File: src/foc_readback_consts.svh
`ifndef FOC_READBACK_CONSTS_SVH
`define FOC_READBACK_CONSTS_SVH

// ----------------------------------------
// register indices, byte address = 4 x index
// ----------------------------------------
`define IDX_SUPPLY_BUS_VOLTAGE 11'h47A
`define IDX_PHASE_A_VOLTAGE    11'h47E
`define IDX_PHASE_B_VOLTAGE    11'h480
`define IDX_PHASE_C_VOLTAGE    11'h482
`define IDX_ANGLE_SINE         11'h4BA
`define IDX_ANGLE_COSINE       11'h4BC
`define IDX_ALPHA_AXIS_CURRENT 11'h4D2
`define IDX_BETA_AXIS_CURRENT  11'h4D4
`define IDX_ALPHA_AXIS_VOLTAGE 11'h4D6
`define IDX_READBACK_CONTROL   11'h4F0
`define IDX_READBACK_STATUS    11'h4F2

// ----------------------------------------
// sizes, reset values, field positions
// ----------------------------------------
`define OBS_COUNT              9
`define OBS_WIDTH              32
`define MIN_ADDR_W             13
`define OBS_RESET              32'h00000000
`define CONTROL_RESET          1'h0
`define CONTROL_FREEZE_BIT     0
`define STATUS_FRESH_LSB       0
`define STATUS_ISD_BIT         16
`define STATUS_FREEZE_BIT      17

`endif

File: src/foc_readback_pkg.sv
package foc_readback_pkg;

  // ----------------------------------------
  // bus answer sequencer
  // ----------------------------------------
  typedef enum logic [1:0] {
    BUS_IDLE   = 2'b01,
    BUS_ANSWER = 2'b10
  } bus_state_type;

  // ----------------------------------------
  // slot of each observation word
  // ----------------------------------------
  typedef enum logic [3:0] {
    SLOT_SUPPLY_BUS_VOLTAGE = 4'h0,
    SLOT_PHASE_A_VOLTAGE    = 4'h1,
    SLOT_PHASE_B_VOLTAGE    = 4'h2,
    SLOT_PHASE_C_VOLTAGE    = 4'h3,
    SLOT_ANGLE_SINE         = 4'h4,
    SLOT_ANGLE_COSINE       = 4'h5,
    SLOT_ALPHA_AXIS_CURRENT = 4'h6,
    SLOT_BETA_AXIS_CURRENT  = 4'h7,
    SLOT_ALPHA_AXIS_VOLTAGE = 4'h8
  } obs_slot_type;

endpackage

File: src/obs_word.sv
`timescale 1ns/1ps
`include "foc_readback_consts.svh"

module obs_word #(
  parameter int WIDTH = 32
) (
  // clock and reset
  input  wire logic             sys_clk,
  input  wire logic             rst,
  // algorithm side
  input  wire logic             load,
  input  wire logic [WIDTH-1:0] value_in,
  // readback
  output logic      [WIDTH-1:0] value_q
);

  // ----------------------------------------
  // elaboration check
  // ----------------------------------------
  generate
    if (WIDTH < 1 || WIDTH > `OBS_WIDTH) begin : g_bad_width
      $error("obs_word width must lie in 1..32");
    end
  endgenerate

  // ----------------------------------------
  // holding register
  // ----------------------------------------
  always_ff @(posedge sys_clk or posedge rst) begin
    if (rst) begin
      value_q <= WIDTH'(`OBS_RESET);
    end else if (load) begin
      value_q <= value_in;
    end
  end

endmodule

File: src/foc_algorithm_variable_readback.sv
`timescale 1ns/1ps
`include "foc_readback_consts.svh"

module foc_algorithm_variable_readback #(
  parameter int ADDR_W = 13
) (
  // clock and reset
  input  wire logic              sys_clk,
  input  wire logic              rst,
  // avalon-mm slave, byte addressed
  input  wire logic [ADDR_W-1:0] avs_address,
  input  wire logic              avs_read,
  input  wire logic              avs_write,
  input  wire logic [31:0]       avs_writedata,
  input  wire logic [3:0]        avs_byteenable,
  output logic      [31:0]       avs_readdata,
  output logic                   avs_waitrequest,
  // algorithm state
  input  wire logic              initial_speed_detection,
  // algorithm results, each with a load strobe
  input  wire logic [31:0]       supply_bus_voltage_in,
  input  wire logic              supply_bus_voltage_ld,
  input  wire logic [31:0]       phase_a_voltage_in,
  input  wire logic              phase_a_voltage_ld,
  input  wire logic [31:0]       phase_b_voltage_in,
  input  wire logic              phase_b_voltage_ld,
  input  wire logic [31:0]       phase_c_voltage_in,
  input  wire logic              phase_c_voltage_ld,
  input  wire logic [31:0]       angle_sine_in,
  input  wire logic              angle_sine_ld,
  input  wire logic [31:0]       angle_cosine_in,
  input  wire logic              angle_cosine_ld,
  input  wire logic [31:0]       alpha_axis_current_in,
  input  wire logic              alpha_axis_current_ld,
  input  wire logic [31:0]       beta_axis_current_in,
  input  wire logic              beta_axis_current_ld,
  input  wire logic [31:0]       alpha_axis_voltage_in,
  input  wire logic              alpha_axis_voltage_ld
);

  // ----------------------------------------
  // constants and checks
  // ----------------------------------------
  localparam int N = `OBS_COUNT;
  localparam logic [10:0] OBS_IDX [N] = '{
    `IDX_SUPPLY_BUS_VOLTAGE, `IDX_PHASE_A_VOLTAGE,
    `IDX_PHASE_B_VOLTAGE,    `IDX_PHASE_C_VOLTAGE,
    `IDX_ANGLE_SINE,         `IDX_ANGLE_COSINE,
    `IDX_ALPHA_AXIS_CURRENT, `IDX_BETA_AXIS_CURRENT,
    `IDX_ALPHA_AXIS_VOLTAGE
  };

  generate
    if (ADDR_W < `MIN_ADDR_W || ADDR_W > 32) begin : g_bad_addr
      $error("address width cannot reach the register map");
    end
  endgenerate

  // ----------------------------------------
  // declarations
  // ----------------------------------------
  foc_readback_pkg::bus_state_type state_q;
  foc_readback_pkg::bus_state_type state_d;

  logic [N-1:0]        strobe_w;
  logic [N-1:0]        isd_gate_w;
  logic [N-1:0]        load_en_w;
  logic [N-1:0][31:0]  in_w;
  logic [N-1:0][31:0]  val_w;
  logic [N-1:0]        hit_w;
  logic                ctrl_hit_w;
  logic                stat_hit_w;
  logic                req_w;
  logic                take_w;
  logic                done_w;
  logic                ctrl_wr_w;
  logic                freeze_w;
  logic [N-1:0]        rd_clr_w;
  logic [31:0]         status_w;
  logic [31:0]         rd_mux_w;
  logic [N-1:0]        fresh_q;
  logic [N-1:0]        fresh_d;
  logic [N-1:0]        seen_q;
  logic                freeze_q;
  logic                freeze_d;
  logic [31:0]         readdata_q;
  logic [31:0]         readdata_d;

  // ----------------------------------------
  // algorithm side gathering
  // ----------------------------------------
  assign strobe_w = {
    alpha_axis_voltage_ld, beta_axis_current_ld,
    alpha_axis_current_ld, angle_cosine_ld,
    angle_sine_ld,         phase_c_voltage_ld,
    phase_b_voltage_ld,    phase_a_voltage_ld,
    supply_bus_voltage_ld
  };

  assign in_w = {
    alpha_axis_voltage_in, beta_axis_current_in,
    alpha_axis_current_in, angle_cosine_in,
    angle_sine_in,         phase_c_voltage_in,
    phase_b_voltage_in,    phase_a_voltage_in,
    supply_bus_voltage_in
  };

  // phase words only move while speed detection runs, so the
  // last detection snapshot survives into the run phase
  assign isd_gate_w = {
    {5{1'b1}},
    {3{initial_speed_detection}},
    1'b1
  };

  // freeze lets software read a coherent set of words;
  // updates that arrive meanwhile are lost, not queued
  assign freeze_w  = freeze_q;
  assign load_en_w = strobe_w & isd_gate_w & {N{~freeze_w}};

  // ----------------------------------------
  // observation words
  // ----------------------------------------
  generate
    for (genvar g = 0; g < N; g++) begin : g_obs
      obs_word #(
        .WIDTH (`OBS_WIDTH)
      ) u_word (
        .sys_clk  (sys_clk),
        .rst      (rst),
        .load     (load_en_w[g]),
        .value_in (in_w[g]),
        .value_q  (val_w[g])
      );
    end
  endgenerate

  // ----------------------------------------
  // address decode
  // ----------------------------------------
  generate
    for (genvar h = 0; h < N; h++) begin : g_hit
      assign hit_w[h] = avs_address == ADDR_W'({OBS_IDX[h], 2'b00});
    end
  endgenerate

  assign ctrl_hit_w =
    avs_address == ADDR_W'({`IDX_READBACK_CONTROL, 2'b00});
  assign stat_hit_w =
    avs_address == ADDR_W'({`IDX_READBACK_STATUS, 2'b00});

  // ----------------------------------------
  // bus handshake
  // ----------------------------------------
  // one wait cycle on every access keeps readdata a plain flop
  assign req_w   = avs_read | avs_write;
  assign take_w  = req_w && (state_q == foc_readback_pkg::BUS_IDLE);
  assign done_w  = state_q == foc_readback_pkg::BUS_ANSWER;
  assign state_d = take_w ? foc_readback_pkg::BUS_ANSWER
                          : foc_readback_pkg::BUS_IDLE;

  assign avs_waitrequest = take_w;
  assign avs_readdata    = readdata_q;

  always_ff @(posedge sys_clk or posedge rst) begin
    if (rst) begin
      state_q <= foc_readback_pkg::BUS_IDLE;
    end else begin
      state_q <= state_d;
    end
  end

  // ----------------------------------------
  // read path
  // ----------------------------------------
  assign status_w = {
    14'h0000,
    freeze_w,
    initial_speed_detection,
    7'h00,
    fresh_q
  };

  always_comb begin
    rd_mux_w = 32'h00000000;
    for (int i = 0; i < N; i++) begin
      if (hit_w[i]) begin
        rd_mux_w = val_w[i];
      end
    end
    if (ctrl_hit_w) begin
      rd_mux_w = {31'h00000000, freeze_q};
    end
    if (stat_hit_w) begin
      rd_mux_w = status_w;
    end
  end

  assign readdata_d = (take_w && avs_read) ? rd_mux_w : readdata_q;

  always_ff @(posedge sys_clk or posedge rst) begin
    if (rst) begin
      readdata_q <= 32'h00000000;
    end else begin
      readdata_q <= readdata_d;
    end
  end

  // ----------------------------------------
  // freshness flags, cleared by a read
  // ----------------------------------------
  // cleared on the capture edge so a value loaded later is
  // still flagged; a load on that same edge wins
  assign rd_clr_w = {N{take_w && avs_read}} & hit_w;
  assign fresh_d  = load_en_w | (fresh_q & ~rd_clr_w);

  always_ff @(posedge sys_clk or posedge rst) begin
    if (rst) begin
      fresh_q <= '0;
      seen_q  <= '0;
    end else begin
      fresh_q <= fresh_d;
      seen_q  <= seen_q | load_en_w;
    end
  end

  // ----------------------------------------
  // control register
  // ----------------------------------------
  // writes to observation words fall through here untouched
  assign ctrl_wr_w = done_w && avs_write && ctrl_hit_w
                     && avs_byteenable[0];
  assign freeze_d  = ctrl_wr_w ? avs_writedata[`CONTROL_FREEZE_BIT]
                               : freeze_q;

  always_ff @(posedge sys_clk or posedge rst) begin
    if (rst) begin
      freeze_q <= `CONTROL_RESET;
    end else begin
      freeze_q <= freeze_d;
    end
  end

  generate
    for (genvar z = 0; z < N; z++) begin : g_zero

    end
  endgenerate
endmodule

File: config.mk
export PLATFORM = sky130hd
export DESIGN_NAME = foc_algorithm_variable_readback
export DESIGN_NICKNAME = d
export VERILOG_FILES = /design/src/foc_readback_pkg.sv /design/src/obs_word.sv /design/src/foc_algorithm_variable_readback.sv
export VERILOG_INCLUDE_DIRS = /design/src
export SDC_FILE = /design/constraint.sdc
export NUM_CORES = 1
export LEC_CHECK = 0
export BUFFER_PORTS_ARGS = -buffer_cell sky130_fd_sc_hd__buf_2
export CAP_MARGIN = 40
export CORE_UTILIZATION = 55
export DETAILED_ROUTE_END_ITERATION = 10
export PLACE_DENSITY_LB_ADDON = 0.08
export RECOVER_POWER = 100
export SYNTH_ARGS = -nofsm -noshare
export SYNTH_HDL_FRONTEND = slang
export SYNTH_HIERARCHICAL = 1
export SYNTH_SLANG_ARGS = --single-unit
File: constraint.sdc
create_clock -name sys_clk -period 2.29 [get_ports sys_clk]
set_clock_uncertainty 0.1 [all_clocks]
set_input_delay 0.229 -clock sys_clk [delete_from_list [all_inputs] [get_ports sys_clk]]
set_output_delay 0.229 -clock sys_clk [all_outputs]
set_load 0.1 [all_outputs]
==> results by group <==
Run status
  – Status: complete, no violations

Synthesis
  – Number of synthesized flops with an enable pin: 0
  – Netlist cell types: 63
  – Synth Area in XOR/XNOR: 0%
  – Register area share after synthesis: 49.4%
  – Main combinational cell family by area after synthesis: multiplexers
  – Post-synthesis adder-cell area fraction: 0%
  – Simple-gate area share of the yosys netlist: 8.09%
  – Compound-Gate Fraction of Synth Area: 8.04%
  – Synth async-reset ratio: 100%
  – Avg Inst Size Synth: 13.4 sq um
  – Cells after Synth: 1258
  – Yosys warns: 6
  – Net count after synthesis: 1609
  – Mux contribution to synthesized area: 29.0%
  – #FFs+latches synth: 332
  – Main synth FF type: dfrtp_1
  – Post-Syn Area: 0.0168 sq mm

Finish
  – Fin area: 0.0223 sq mm
  – Most frequent cells in the layout: 331 x dfrtp_1, 314 x buf_2, 292 x dlygate4sd3_1
  – Layout area overhead: 32.9%
  – Fin cells: 2373
  – Layout filler cell count: 2165
  – Commonest non-fill, non-tap cell in the layout: dfrtp_1
  – Layout cells sized above 1: 30.2%
  – Final #Nets: 2300

Power and ir drop
  – Int Pwr: 0.0118 W
  – Sequential Power Share: 41.0%
  – Part of the power in combinational logic: 24.0%
  – P_sw: 0.00563 W
  – Peak VDD IR: 0.517 mV
  – LEAKAGE: 10.1 nW
  – Sw Share: 32.3%
  – Clock network fraction of total power: 35.0%
  – Pwr dens: 782 mW/mm^2
  – Final Power: 0.0175 W

Critical path
  – CP Launch Type: register
  – Buf/Inv on CP: 2
  – Slowest Stage Delay on Critical Path: 410 ps
  – Req. time, crit path: 2580 ps
  – WP data arrival: 2490 ps
  – Crit. End Element: register
  – Crit-path leading delay family: buffers and inverters
  – Worst setup path category: register to register
  – CP max FO: 19
  – Crit-path cells: clkbuf_2 > nor2b_4 > clkbuf_4 > mux2_1
  – Slowest-stage cell, CP: clkbuf_4

CTS
  – Clock Path Buffers: 3
  – CTS root buf: clkbuf_16
  – Worst skew pair latency: 530 ps
  – CTS sink cnt: 332
  – CTS H-Tree Depth: 2
  – Worst-path clk slew: 60 ps
  – Number of buffers created by CTS: 37
  – CTS tree: built

Run
  – Maxcap violations: 0

Timing
  – Final setup vio count: 0
  – Final number of hold-violating endpoints: 0
  – Max-slew violation count: 0
  – Worst-margin pin slew: 1210 ps
  – Unrepaired setup endpoints after global routing: false
  – Max_slew headroom: 19.6%
  – Min Tclk post-route: 2200 ps
  – Setup TNS Final: 0 ps
  – Max Freq: 455 MHz
  – Part of the cycle the worst path needs: 95.9%

Detailed routing
  – Post-DRT Antenna Nets: 0
  – Avg WL per Cell: 24.3 um
  – Vias post-DR: 13500
  – Vias/cell: 5.70
  – # DRC: 0
  – Initial DRC Count: 910
  – First-pass DRT Iterations: 5
  – Routed wire length: 57.7 mm

Hold path
  – HP Class: input pin to register

Die
  – Row cnt: 63
  – Die width: 177 um
  – DIE AREA: 0.0313 sq mm
  – Die Y: 177 um
  – Core area: 0.0299 sq mm
  – Initial Utilization: 56.3%
  – Num ports: 384

Placed design
  – Placed Area: 0.0193 sq mm
  – Hpwl dp: 38.4 mm
  – Cells after DPL: 2008
  – Gpl congestion: 0.937
  – IO buf count: 349

Global routing
  – Congestion Overflow GR: 0
  – Largest net degree at the start of global routing: 50
  – First-pass GRT wire length: 87.7 mm
  – Initial antenna violation count: 10
  – Vias in the first global route: 14600
  – GRT Total Usage: 37.9%
## stage by stage
stage | hold WS [ps] | worst slack, ps | utilization [%]
floorplan | 219 | -59.8 | -
global placement | 224 | -183 | 64.5
detailed placement | 234 | -245 | 64.5
CTS | 27.3 | 25.3 | 78.4
global route | 39.6 | 10.3 | 74.7
finish | 40.4 | 93.1 | 74.7
## cell families (layout without fill, tap and decap cells)
| kind of cell | count (synthesis) | in the layout |
|---|---|---|
| flops | 332 | 332 |
| buf+inv | 103 | 820 |
| mux | 346 | 346 |
| compound gates | 198 | 198 |
| simple gates | 279 | 279 |
| other cells | 0 | 8 |
## metal layers
metal,part of all wire (%),GRT usage (%),wire [um],vias up
li1,-,-,-,5926
met3,6.3,6.74,3660,175
met5,0.059,0,34,-
met4,4.7,16.7,2740,6
met1,40,47.8,22900,6784
met2,49,63.9,28400,624
## timing repair
item / in CTS / in global routing
hold buffers: 292 / 0
setup endpoints to repair: 0 / 5
resized for setup: 0 / 4
setup buffers: 0 / 0
hold endpoints to repair: 528 / 0
## synth_stat cells, types with 5 or more instances
cell | count | area [sq um]
a211oi_1 | 31 | 233
a21o_1 | 13 | 97.6
a21oi_1 | 50 | 250
a221oi_1 | 10 | 87.6
a22oi_1 | 10 | 75.1
and2_1 | 7 | 43.8
buf_12 | 27 | 541
buf_2 | 8 | 40.0
buf_6 | 10 | 113
clkbuf_1 | 40 | 150
dfrtp_1 | 331 | 8280
inv_1 | 14 | 52.6
mux2_2 | 47 | 529
mux2_4 | 270 | 4050
mux2i_1 | 29 | 290
nand2_1 | 50 | 188
nand2b_1 | 9 | 56.3
nand3_1 | 21 | 105
nand4_1 | 7 | 43.8
nor2_1 | 116 | 435
nor2b_1 | 11 | 68.8
nor3_1 | 25 | 125
nor4_1 | 5 | 31.3
o21a_1 | 14 | 105
o21ai_0 | 28 | 140
o2bb2ai_1 | 7 | 61.3
o31ai_1 | 11 | 82.6
## worst register-to-register path, cell delays in order, from the launching register on
cell and delay, ps:
dfrtp_1 380, clkbuf_2 370, nor2b_4 390, clkbuf_4 410, mux2_1 410
## sequential cells by signal, indices dropped and copies added, names as in the netlist
name                  cells
state_q                   2
g_obs.u_word/value_q    288
avs_readdata             32
freeze_q                  1
fresh_q                   9
## area by class of cell
class	instances	area, sq um	share of cell area [%]
diodes	8	20.0	0.0896
clock buffers	55	1100	4.95
clock inverters	10	139	0.622
inverters	14	52.6	0.235
multi-input cells	823	6730	30.1
flip-flops and latches	332	8310	37.2
well taps	390	488	2.19
repair buffers	741	5490	24.6
## path summary, 6_finish.rpt
kind	slack, ps	cells after the start	end	from
setup / recovery	90	4	g_obs[6].u_word/value_q[22]$_DFFE_PP0P_	freeze_q$_DFFE_PP0P_
hold / removal	40	3	avs_readdata[16]$_DFFE_PP0P_	initial_speed_detection
setup reg to reg	90	4	g_obs[6].u_word/value_q[22]$_DFFE_PP0P_	freeze_q$_DFFE_PP0P_
hold reg to reg	380	1	g_obs[2].u_word/value_q[14]$_DFFE_PP0P_	g_obs[2].u_word/value_q[14]$_DFFE_PP0P_
max in group asynchronous	410	4	g_obs[5].u_word/value_q[28]$_DFFE_PP0P_	rst
min in group asynchronous	510	3	g_obs[7].u_word/value_q[9]$_DFFE_PP0P_	rst
## power by group through the flow
| stage | logic [W] | registers (W) | clock network (W) |
|---|---|---|---|
| after floorplan | 0.00197 | 0.00822 | 0 |
| after global placement | 0.00420 | 0.00723 | 0 |
| after detailed placement | 0.00425 | 0.00724 | 0 |
| after CTS | 0.00466 | 0.00716 | 0.00613 |
| after global routing | 0.00438 | 0.00723 | 0.00638 |
| final | 0.00419 | 0.00716 | 0.00611 |
Note: power is estimated with default switching activity, not from simulation.
